[config.mk]
export PLATFORM = sky130hd
export DESIGN_NAME = dic_top
export DESIGN_NICKNAME = d
export VERILOG_FILES = /design/src/design/dic_pkg.sv /design/src/design/dic_top.sv
export SDC_FILE = /design/constraint.sdc
export NUM_CORES = 1
export LEC_CHECK = 0
export CORE_MARGIN = 1
export CORE_UTILIZATION = 55
export DETAILED_ROUTE_END_ITERATION = 10
export DONT_BUFFER_PORTS = 1
export GPL_TIMING_DRIVEN = 0
export PLACE_DENSITY = 0.7
export SYNTH_ARGS = -nofsm -noshare
export SYNTH_HDL_FRONTEND = slang
export SYNTH_SLANG_ARGS = --single-unit
export TNS_END_PERCENT = 50
[constraint.sdc]
create_clock -name hclk -period 2.3 [get_ports hclk]
set_clock_uncertainty 0.1 [all_clocks]
set_input_delay 0.115 -clock hclk [delete_from_list [all_inputs] [get_ports hclk]]
set_output_delay 0.115 -clock hclk [all_outputs]
set_load 0.05 [all_outputs]
[src/design/dic_pkg.sv]
/*
 package for the dac / idac output control block: offsets, fields, resets, types.
 assumes a 32-bit ahb-lite slave with byte addresses in the low 8 bits.
*/
package dic_pkg;
   localparam int N_VDAC = 12;
   localparam int N_IDAC = 5;
   localparam int CODE_W = 12;
   localparam int FRAC_W = 4;
   localparam int IDAC_W = 11;
   localparam int ADDR_W = 8;
   // register byte offsets
   localparam logic [7:0] OFF_VDAC_CODE = 8'h00;
   localparam logic [7:0] OFF_VDAC_CTL = 8'h40;
   localparam logic [7:0] OFF_IDAC_CODE = 8'h80;
   localparam logic [7:0] OFF_IDAC_CTL = 8'hA0;
   localparam logic [7:0] OFF_STATUS = 8'hA4;
   localparam logic [7:0] OFF_IRQ_STAT = 8'hA8;
   localparam logic [7:0] OFF_IRQ_MASK = 8'hAC;
   // field positions
   localparam int CODE_LSB = 16;
   localparam int CODE_MSB = 27;
   localparam int FRAC_LSB = 12;
   localparam int FRAC_MSB = 15;
   localparam int CTL_RANGE_LSB = 0;
   localparam int CTL_MODE_BIT = 3;
   localparam int CTL_UPD_BIT = 5;
   localparam int IDAC_EN_BIT = 0;
   localparam int IDAC_SW_BIT = 1;
   localparam int ST_OVERTEMP_BIT = 0;
   localparam int ST_REFFAULT_BIT = 1;
   // reset values
   localparam logic [15:0] RST_VDAC_CODE = 16'h0000;
   localparam logic [3:0] RST_VDAC_CTL = 4'h0;
   localparam logic [10:0] RST_IDAC_CODE = 11'h000;
   localparam logic [1:0] RST_IDAC_CTL = 2'h0;
   localparam logic [1:0] RST_IRQ = 2'h0;
   // range encodings
   localparam logic [1:0] RANGE_INT = 2'h0;
   localparam logic [1:0] RANGE_SUPPLY = 2'h3;

   typedef struct packed {
      logic update_timer;
      logic mode_normal;
      logic [1:0] range;
   } dic_vdac_ctl_t;

   typedef struct packed {
      logic supply;
      logic external;
      logic internal;
   } dic_ref_sel_t;

   typedef struct packed {
      logic [11:0] code;
      logic [3:0] frac;
      dic_ref_sel_t ref_sel;
   } dic_vdac_out_t;

   typedef enum logic [1:0] {
      DIC_BUS_IDLE = 2'b01,
      DIC_BUS_WAIT = 2'b10
   } dic_bus_state_t;
endpackage : dic_pkg

[src/design/dic_top.sv]
/*
 dac / idac digital output control with ahb-lite register slave and interrupt.
 assumes analog trip inputs are asynchronous; timer_tick and core_reset_req are on hclk.
*/
`timescale 1ns/1ps
module dic_top #(
   parameter int N_VDAC = dic_pkg::N_VDAC,
   parameter int N_IDAC = dic_pkg::N_IDAC
) (
   input wire logic hclk,
   input wire logic hresetn,
   input wire logic hsel,
   input wire logic [31:0] haddr,
   input wire logic [1:0] htrans,
   input wire logic hwrite,
   input wire logic [2:0] hsize,
   input wire logic [31:0] hwdata,
   input wire logic hready,
   output logic [31:0] hrdata,
   output logic hreadyout,
   output logic hresp,
   input wire logic core_reset_req,
   input wire logic timer_tick,
   input wire logic overtemp_trip,
   input wire logic ref_resistor_low,
   output dic_pkg::dic_vdac_out_t vdac_out [N_VDAC],
   output logic [10:0] idac_code_out [N_IDAC],
   output logic [N_IDAC-1:0] idac_stage_en,
   output logic hc_idac_power_on,
   output logic hc_idac_current_off,
   output logic ref_fault,
   output logic irq
);
   dic_pkg::dic_bus_state_t state_q;
   logic [7:0] addr_q;
   logic write_q;
   logic [31:0] hrdata_q;
   logic hreadyout_q;
   logic [15:0] vcode_q [N_VDAC];
   dic_pkg::dic_vdac_ctl_t vctl_q [N_VDAC];
   logic [10:0] icode_q [N_IDAC];
   logic [1:0] ictl_q;
   logic ot_flag_q;
   logic [1:0] irq_stat_q;
   logic [1:0] irq_mask_q;
   logic ot_s1_q, ot_s2_q, ot_s3_q;
   logic rf_s1_q, rf_s2_q, rf_s3_q;
   logic ref_fault_q, irq_q, hc_on_q, hc_off_q;
   logic [N_IDAC-1:0] stage_en_q;

   wire accept = hsel & htrans[1] & hready & (state_q == dic_pkg::DIC_BUS_IDLE);
   wire wr_en = (state_q == dic_pkg::DIC_BUS_WAIT) & write_q;
   wire hit_ictl = (addr_q == dic_pkg::OFF_IDAC_CTL);
   wire hit_stat = (addr_q == dic_pkg::OFF_STATUS);
   wire hit_irqs = (addr_q == dic_pkg::OFF_IRQ_STAT);
   wire hit_irqm = (addr_q == dic_pkg::OFF_IRQ_MASK);
   wire ot_rise = ot_s2_q & ~ot_s3_q;
   wire rf_rise = rf_s2_q & ~rf_s3_q;
   wire [1:0] irq_ev = {rf_rise, ot_rise};
   wire [1:0] irq_stat_d = irq_ev | (irq_stat_q & ~({2{wr_en & hit_irqs}} & hwdata[1:0]));

   logic [31:0] rd_vcode [N_VDAC];
   logic [31:0] rd_vctl [N_VDAC];
   logic [31:0] rd_icode [N_IDAC];
   logic [31:0] rdata_d;

   // ahb-lite slave: one wait state per transfer, always okay
   always_ff @(posedge hclk or negedge hresetn)
   begin
      if (!hresetn)
      begin
         state_q <= dic_pkg::DIC_BUS_IDLE;
         addr_q <= 8'h00;
         write_q <= 1'b0;
         hrdata_q <= 32'h00000000;
         hreadyout_q <= 1'b1;
      end
      else
      begin
         unique case (state_q)
            dic_pkg::DIC_BUS_IDLE:
            begin
               if (accept)
               begin
                  state_q <= dic_pkg::DIC_BUS_WAIT;
                  addr_q <= haddr[7:0];
                  write_q <= hwrite;
                  hreadyout_q <= 1'b0;
               end
            end
            dic_pkg::DIC_BUS_WAIT:
            begin
               state_q <= dic_pkg::DIC_BUS_IDLE;
               hrdata_q <= write_q ? 32'h00000000 : rdata_d;
               hreadyout_q <= 1'b1;
            end
         endcase
      end
   end

   genvar gi;
   generate
      for (gi = 0; gi < N_VDAC; gi++)
      begin : g_vdac
         wire hit_code = (addr_q == dic_pkg::OFF_VDAC_CODE + 8'(gi * 4));
         wire hit_ctl = (addr_q == dic_pkg::OFF_VDAC_CTL + 8'(gi * 4));
         wire [1:0] rng = vctl_q[gi].range;
         wire upd_now = ~vctl_q[gi].update_timer | timer_tick;
         // reserved bits read as zero
         // reserved zero
         assign rd_vcode[gi] = hit_code ? {4'h0, vcode_q[gi], 12'h000} : 32'h00000000;
         assign rd_vctl[gi] = hit_ctl ? {26'h0, vctl_q[gi].update_timer, 1'b0,
                                        vctl_q[gi].mode_normal, 1'b0, rng} : 32'h00000000;
         always_ff @(posedge hclk or negedge hresetn)
         begin
            if (!hresetn)
            begin
               vcode_q[gi] <= dic_pkg::RST_VDAC_CODE;
               vctl_q[gi] <= dic_pkg::RST_VDAC_CTL;
            end
            else if (core_reset_req)
            begin
               vcode_q[gi] <= dic_pkg::RST_VDAC_CODE;
               vctl_q[gi] <= dic_pkg::RST_VDAC_CTL;
            end
            else
            begin
               if (wr_en & hit_code)
                  vcode_q[gi] <= hwdata[dic_pkg::CODE_MSB:dic_pkg::FRAC_LSB];
               if (wr_en & hit_ctl)
                  vctl_q[gi] <= {hwdata[dic_pkg::CTL_UPD_BIT], hwdata[dic_pkg::CTL_MODE_BIT],
                                 hwdata[dic_pkg::CTL_RANGE_LSB +: 2]};
            end
         end
         always_ff @(posedge hclk or negedge hresetn)
         begin
            if (!hresetn)
               vdac_out[gi] <= '0;
            else if (upd_now)
            begin
               vdac_out[gi].code <= vcode_q[gi][15:4];
               vdac_out[gi].frac <= vctl_q[gi].mode_normal ? 4'h0 : vcode_q[gi][3:0];
               vdac_out[gi].ref_sel <= {rng == dic_pkg::RANGE_SUPPLY,
                                        rng != dic_pkg::RANGE_SUPPLY && rng != dic_pkg::RANGE_INT,
                                        rng == dic_pkg::RANGE_INT};
            end
         end

      end
      for (gi = 0; gi < N_IDAC; gi++)
      begin : g_idac
         wire hit_code = (addr_q == dic_pkg::OFF_IDAC_CODE + 8'(gi * 4));
         assign rd_icode[gi] = hit_code ? {21'h0, icode_q[gi]} : 32'h00000000;
         always_ff @(posedge hclk or negedge hresetn)
         begin
            if (!hresetn)
               icode_q[gi] <= dic_pkg::RST_IDAC_CODE;
            else if (core_reset_req)
               icode_q[gi] <= dic_pkg::RST_IDAC_CODE;
            else if (wr_en & hit_code)
               icode_q[gi] <= hwdata[dic_pkg::IDAC_W-1:0];
         end
         always_ff @(posedge hclk or negedge hresetn)
         begin
            if (!hresetn)
               idac_code_out[gi] <= dic_pkg::RST_IDAC_CODE;
            else
               idac_code_out[gi] <= icode_q[gi];
         end

      end
   endgenerate

   always_comb
   begin
      rdata_d = 32'h00000000;
      for (int i = 0; i < N_VDAC; i++)
         rdata_d = rdata_d | rd_vcode[i] | rd_vctl[i];
      for (int i = 0; i < N_IDAC; i++)
         rdata_d = rdata_d | rd_icode[i];
      if (hit_ictl)
         rdata_d = {30'h0, ictl_q};
      if (hit_stat)
         rdata_d = {30'h0, ref_fault_q, ot_flag_q};
      if (hit_irqs)
         rdata_d = {30'h0, irq_stat_q};
      if (hit_irqm)
         rdata_d = {30'h0, irq_mask_q};
   end

   // analog inputs pass two flops first
   always_ff @(posedge hclk or negedge hresetn)
   begin
      if (!hresetn)
      begin
         {ot_s1_q, ot_s2_q, ot_s3_q} <= 3'h0;
         {rf_s1_q, rf_s2_q, rf_s3_q} <= 3'h0;
      end
      else
      begin
         {ot_s1_q, ot_s2_q, ot_s3_q} <= {overtemp_trip, ot_s1_q, ot_s2_q};
         {rf_s1_q, rf_s2_q, rf_s3_q} <= {ref_resistor_low, rf_s1_q, rf_s2_q};
      end
   end

   // control, mask and interrupt status
   always_ff @(posedge hclk or negedge hresetn)
   begin
      if (!hresetn)
      begin
         ictl_q <= dic_pkg::RST_IDAC_CTL;
         irq_mask_q <= dic_pkg::RST_IRQ;
         irq_stat_q <= dic_pkg::RST_IRQ;
      end
      else if (core_reset_req)
      begin
         ictl_q <= dic_pkg::RST_IDAC_CTL;
         irq_mask_q <= dic_pkg::RST_IRQ;
         irq_stat_q <= irq_ev;
      end
      else
      begin
         if (wr_en & hit_ictl)
            ictl_q <= {hwdata[dic_pkg::IDAC_SW_BIT], hwdata[dic_pkg::IDAC_EN_BIT]};
         if (wr_en & hit_irqm)
            irq_mask_q <= hwdata[1:0];
         irq_stat_q <= irq_stat_d;
      end
   end

   always_ff @(posedge hclk or negedge hresetn)
   begin
      if (!hresetn)
         ot_flag_q <= 1'b0;
      else if (ot_s2_q)
         ot_flag_q <= 1'b1;
      else if (wr_en & hit_stat & ~hwdata[dic_pkg::ST_OVERTEMP_BIT])
         ot_flag_q <= 1'b0;
   end

   // output drivers
   always_ff @(posedge hclk or negedge hresetn)
   begin
      if (!hresetn)
      begin
         stage_en_q <= '0;
         hc_on_q <= 1'b0;
         hc_off_q <= 1'b1;
         ref_fault_q <= 1'b0;
         irq_q <= 1'b0;
      end
      else
      begin
         stage_en_q <= {N_IDAC{~ot_s2_q & ~ot_flag_q}};
         hc_on_q <= ictl_q[dic_pkg::IDAC_EN_BIT] & ~ot_s2_q & ~ot_flag_q;
         hc_off_q <= ictl_q[dic_pkg::IDAC_SW_BIT] | ~ictl_q[dic_pkg::IDAC_EN_BIT] | ot_s2_q;
         ref_fault_q <= rf_s2_q;
         irq_q <= |(irq_stat_q & irq_mask_q);
      end
   end

   assign hrdata = hrdata_q;
   assign hreadyout = hreadyout_q;
   assign hresp = 1'b0;
   assign idac_stage_en = stage_en_q;
   assign hc_idac_power_on = hc_on_q;
   assign hc_idac_current_off = hc_off_q;
   assign ref_fault = ref_fault_q;
   assign irq = irq_q;
endmodule : dic_top

==> results.toml, run 1 <==
[floorplanning]
dieArea_mm2 = 0.0505
rows = 81
dieWidth_um = 225
core_area_mm2 = 0.0490
start_util = 0.557
die_h_um = 225
num_io_pins = 404

[timing]
worstMarginPinSlew_ns = 3.36
grt_setup_unrepaired = "true"
setup_viol = 10
timing.final.ws_setup_ns = -0.0926
maxSlewViolCount = 444
maxSlewHeadroom = -1.24
whs_ns = -0.896
fin_crit_sh = 1.04
min_period_ns = 2.39
timing_hold_violations_final = 632
fmax_mhz = 418

[cts]
clockBufferDepth = 3
cts_tree = "built"
hold_buffers = 44
clk_pin_slew_ns = 0.06
htree_levels = 3
cts.sink_count = 633
cts-buffers-inserted = 66
clkLatencyLatePin_ns = 0.62
cts_root_buffer = "clkbuf_16"

[critical_path]
required_ns = 2.69
crit_path_frequent_cell = "buf_6"
crit_chain = "buf_6, nor4_4, buf_6, buf_6, and3_4, buf_6, a222oi_1, nor4bb_4, o21ai_1"
cp_max_fo = 7
cp-end-kind = "flip-flop"
slowest_stage = "a222oi_1"
critPathMaxStageDelay_ns = 0.54
crit_arrival_ns = 2.78
cpLargestDelayFamily = "compound AO/OA/AOI/OAI gates"
critPathKind = "flip-flop to flip-flop"
start_kind = "flip-flop"
cp_num_buf_inv = 4

[drt]
drtIter0Drc = 2603
via_per_inst = 6.32
dr.pass1.iters = 8
drc = 0
wl_per_cell_um = 29.6
via_count = 22097
final_antenna_net_count = 0
drt_wl_total_mm = 103

[grt]
grt_usage = 0.411
grt_max_degree = 634
grt_pass1_vias = 21752
grt_pass1_wl_mm = 148
grt-ovfl-total = 0
antenna_found_initial = 3

[synthesis]
postSynthCellCount = 2600
ys_seq_area_frac = 0.581
synthFlopType = "dfrtp_1"
ys_ff_latch = 633
avgSynthCellArea_um2 = 10.5
synth_area_mm2 = 0.0273
synth-edff-count = 0
synth.distinct_cells = 71
yosysWarnings = 0
synth_async_sr_flop_share = 1.00

[finish]
final_area_mm2 = 0.0322
fin_cells = 3495
layout_common_cells = "nand2_1, dfrtp_1, a21oi_1"
layout_commonest_cell = "nand2_1"
finalCoreUtilization = 0.658
final_nets = 2882
area_growth_pct = 18.1
drive_gt1_frac = 0.212

[run_status]
violations = "hold timing, slew limit, setup timing"
outcome = "finished, violations left"

[power_and_ir_drop]
power.density_mw_per_mm2 = 928
ir_drop_uv = 637
p_leak_nw = 14.0

[placement]
dp_worst_setup_slack_ns = -1.34
port_buffers = 0
routabilityCongestion = 0.979
postPlaceCellArea_mm2 = 0.0281
dp_hpwl_mm = 73.5
dp_cells = 3269

[run]
maxCapViolCount = 0

[min_path]
hold_path.class = "input port to asynchronous set/reset pin"
-- synthesized netlist by cell type, types with 7 or more instances --
cell	count	share of area
nand3_1	73	0.013
clkbuf_1	123	0.017
nand2_2	8	0.0018
nand3b_1	11	0.0030
mux2_2	203	0.084
a22oi_1	59	0.016
buf_4	29	0.0080
a21oi_1	322	0.059
dfrtp_1	631	0.58
o21ai_0	69	0.013
nand2b_1	54	0.012
nor2b_1	18	0.0041
a21o_1	8	0.0022
buf_2	50	0.0092
mux4_2	7	0.0058
o22ai_1	14	0.0032
o21ai_1	11	0.0020
a222oi_1	10	0.0037
nor2_1	20	0.0028
nor2_4	8	0.0033
nor3_1	13	0.0024
ha_1	24	0.011
mux2i_1	22	0.0081
nand2_1	666	0.092
inv_1	29	0.0040
-- logic make-up (layout without fill, tap and decap cells) --
kind of cell / count (synthesis) / in the layout / synth area share
flip-flops: 633 / 633 / 0.581
buffers and inverters: 240 / 465 / 0.0407
other: 1 / 7 / 0.000137
adder cells (fa/ha/maj): 24 / 24 / 0.0110
AND/OR/NAND/NOR: 924 / 924 / 0.154
AO/OA/AOI/OAI: 546 / 546 / 0.116
multiplexers: 232 / 232 / 0.0976
-- worst paths after layout --
kind                                  from            to  slack, ns  depth (start not counted)
worst max-delay path             addr_q[1]     hrdata[3]      -0.09                          9
worst min-delay path               hresetn           irq      -0.90                          0
worst max register to register   addr_q[1]     hrdata[3]      -0.09                          9
worst min register to register     rf_s1_q       rf_s2_q       0.26                          0
max in group asynchronous          hresetn     addr_q[4]       0.11                          0
min in group hclk               hwdata[23]  vcode_q[155]       0.06                          3
-- power breakdown --
part	internal [mW]	total [mW]	switching [mW]
Combinational	2.12	6.69	4.58
Sequential	11.3	11.7	0.396
Clock	6.76	11.5	4.72
Total	20.2	29.9	9.69
-- flip-flops by register name, summed over array words and instances, names as in the netlist, 2 cells and up --
| name | flops |
|---|---|
| idac_code_out | 55 |
| ictl_q | 2 |
| state_q | 2 |
| g_vdac.rng | 24 |
| vdac_out | 228 |
| hrdata | 27 |
| vctl_q | 24 |
| irq_stat_q | 2 |
| icode_q | 55 |
| vcode_q | 192 |
| addr_q | 8 |
| irq_mask_q | 2 |
-- routing by layer --
metal	track usage	vias up	part of all wire
met5	0	-	0.00012
met4	0.232	2	0.063
met3	0.103	332	0.093
met2	0.658	1358	0.47
met1	0.510	11166	0.37
li1	-	9239	-
-- stage by stage --
stage	hold slack, ns	setup TNS (ns)	total power [mW]
finish	-0.896	-0.315	29.9
global route	-0.913	-0.455	30.4
CTS	-0.908	-0.224	29.0
detailed placement	-0.266	-125.32	16.7
global placement	-0.268	-120.61	16.7
floorplan	-0.281	0	14.5
-- timing repair --
| action | CTS | global route |
|---|---|---|
| setup endpoints to repair | 306 | 238 |
| cloned | 0 | 2 |
| endpoints found under the hold margin | 902 | 633 |
| gates resized for setup | 131 | 122 |
| buffers inserted | 35 | 31 |
| pin swaps | 16 | 26 |
-- area by class of cell --
type,count,area [um^2]
Tap cell,664,831
Sequential cell,633,15800
Multi-Input combinational cell,1732,10700
Clock buffer,81,1840
Timing Repair Buffer,112,1030
Inverter,29,113
Buffer,206,1330
Fill cell,3873,16700
Clock inverter,37,479
Antenna cell,1,2.50
Power figures use the tool's default switching activity.
==> run 2: changes to the inputs <==
--- a/config.mk
+++ b/config.mk
@@ -6,11 +6,10 @@
 export NUM_CORES = 1
 export LEC_CHECK = 0
 export CORE_MARGIN = 1
-export CORE_UTILIZATION = 55
+export CORE_UTILIZATION = 30
 export DETAILED_ROUTE_END_ITERATION = 10
 export DONT_BUFFER_PORTS = 1
 export GPL_TIMING_DRIVEN = 0
-export PLACE_DENSITY = 0.7
 export SYNTH_ARGS = -nofsm -noshare
 export SYNTH_HDL_FRONTEND = slang
 export SYNTH_SLANG_ARGS = --single-unit
==> run 2 against run 1 <==
Net effect:
- the flow still finishes with violations (hold timing, slew limit, setup timing)
- cell count up 15%
- critical endpoint unchanged
- sequential cell count unchanged
- wire length increased by 8.3%
- critical path depth decreased by 2
- clock-buffer cell count grew 22
- largest cell class unchanged
- core utilization down 29 points
- critical path type unchanged
- global-route usage decreased by 17 points
- clock power hardly changed
==> results.toml, run 2 (synthesis gave the netlist of run 1 again) <==
[critical_path]
crit_arrival_ns = 2.86
cp_max_fo = 5
critPathKind = "flip-flop to flip-flop"
start_kind = "flip-flop"
cp-end-kind = "flip-flop"
required_ns = 2.69

[finish]
final_nets = 2898
final_area_mm2 = 0.0330
area_growth_pct = 21.1
multi_input_area_mm2 = 0.0108
drive_gt1_frac = 0.215
top_register = "vdac_out"
fillers = 8952
top_regs = "vdac_out (228), vcode_q (192)"
layout_common_cells = "nand2_1, dfrtp_1, a21oi_1"
largest_reg_flops = 228
layout_commonest_cell = "nand2_1"
seqCellArea_mm2 = 0.0158

[timing]
setup_tns_ns = -0.195
min_period_ns = 2.46
fin_crit_sh = 1.07
timing_hold_violations_final = 633
timing.final.ws_setup_ns = -0.163
grt_setup_unrepaired = "true"
worstMarginPinSlew_ns = 1.88
maxSlewHeadroom = -0.252
whs_ns = -0.852
maxSlewViolCount = 247
setup_viol = 4
fmax_mhz = 406

[floorplanning]
num_io_pins = 404
rows = 110
die_h_um = 304
start_util = 0.303
core_area_mm2 = 0.0900
dieArea_mm2 = 0.0922
dieWidth_um = 304

[cts]
cts_root_buffer = "clkbuf_16"
clk_pin_slew_ns = 0.06
cts_tree = "built"
cts-buffers-inserted = 69
clockBufferDepth = 3
hold_buffers = 45
clkLatencyLatePin_ns = 0.64
cts.sink_count = 633
htree_levels = 3

[power_and_ir_drop]
power.density_mw_per_mm2 = 906
p_leak_nw = 14.1
ir_drop_uv = 510

[run_status]
outcome = "finished, violations left"
violations = "hold timing, slew limit, setup timing"

[drt]
via_per_inst = 5.41
wl_per_cell_um = 27.8
final_antenna_net_count = 0
via_count = 21806
drc = 0
dr.pass1.iters = 6
drtIter0Drc = 2388
wl_met3_mm = 12.5
drt_wl_total_mm = 112
drt-met1-wl_mm = 41.7
topRoutingLayerUsed = "met5"
wl_met2_mm = 53.1

[grt]
grt_pass1_wl_mm = 156
antenna_found_initial = 14
grt-ovfl-total = 0
grt_pass1_vias = 21030
grt_max_degree = 634
grt_usage = 0.237

[min_path]
hold_path.class = "input port to asynchronous set/reset pin"

[placement]
postPlaceCellArea_mm2 = 0.0288
port_buffers = 0
dp_hpwl_mm = 81.3
routabilityCongestion = 0.982

[run]
maxCapViolCount = 0
## run 2: cell count changes in the layout (fill, tap and decap cells not counted), sizes merged
cell	before	now
clkinvlp	11	2
inv	32	31
dlygate4sd3	44	45
buf	153	162
diode	1	4
clkbuf	202	227
bufinv	9	3
## run 2: layer usage
layer	global-route usage	vias to the layer above
li1	-	9259
met4	0.0854	12
met3	0.0790	256
met2	0.386	1221
met5	0	-
met1	0.292	11058
## run 2: worst max-delay path: stages, from the launching register on
cell and delay [ns]:
dfrtp_1 0.41, buf_8 0.16, or4b_4 0.21, buf_8 0.11
nor2_4 0.05, a222oi_1 0.76, nor4bb_4 0.43, o21ai_1 0.09
## run 2: where the power goes
group / internal, mW / leakage (nW) / total (mW) / switching (mW)
logic: 2.21 / 4.19 / 6.61 / 4.39
clock network: 6.65 / 1.16 / 11.6 / 4.94
registers: 11.3 / 8.73 / 11.7 / 0.407
## run 2: cell type report
| class | count | share of cell area |
|---|---|---|
| Clock inverter | 21 | 0.00913 |
| Tap cell | 1176 | 0.0445 |
| Clock buffer | 103 | 0.0625 |
| Timing Repair Buffer | 125 | 0.0348 |
| Buffer | 206 | 0.0398 |
| Multi-Input combinational cell | 1732 | 0.326 |
| Antenna cell | 4 | 0.000303 |
| Inverter | 29 | 0.00329 |
| Sequential cell | 633 | 0.480 |
## run 2: worst paths after layout
| kind | from | end | slack, ns | depth (start not counted) |
|---|---|---|---|---|
| min reg2reg | rf_s1_q | rf_s2_q | 0.25 | 0 |
| min | hresetn | idac_code_out[6] | -0.85 | 0 |
| max | addr_q[7] | hrdata[3] | -0.16 | 7 |
| max reg2reg | addr_q[7] | hrdata[3] | -0.16 | 7 |
| max in group asynchronous | hresetn | vdac_out[90] | 1.53 | 0 |
| min in group hclk | haddr[5] | addr_q[5] | 0.13 | 3 |
## run 2: metrics by stage
| step | worst slack [ns] | total power, mW | utilization | instances | hold WS (ns) |
|---|---|---|---|---|---|
| after global placement | -0.838 | 16.5 | 0.320 | 3781 | -0.230 |
| after detailed placement | -0.857 | 16.5 | 0.320 | 3781 | -0.232 |
| after global routing | -0.181 | 30.5 | 0.367 | 4028 | -0.900 |
| after CTS | -0.162 | 28.9 | 0.358 | 3978 | -0.891 |
| final | -0.163 | 29.9 | 0.367 | 4029 | -0.852 |
| after floorplan | 0.157 | 14.5 | - | 2605 | -0.281 |
## run 2: what timing repair did
item | in CTS | in global routing
hold endpoints to repair | 933 | 633
setup buffers | 30 | 47
pin swaps | 19 | 30
setup endpoints to repair | 303 | 258
resized for setup | 126 | 127
gates cloned | 1 | 2
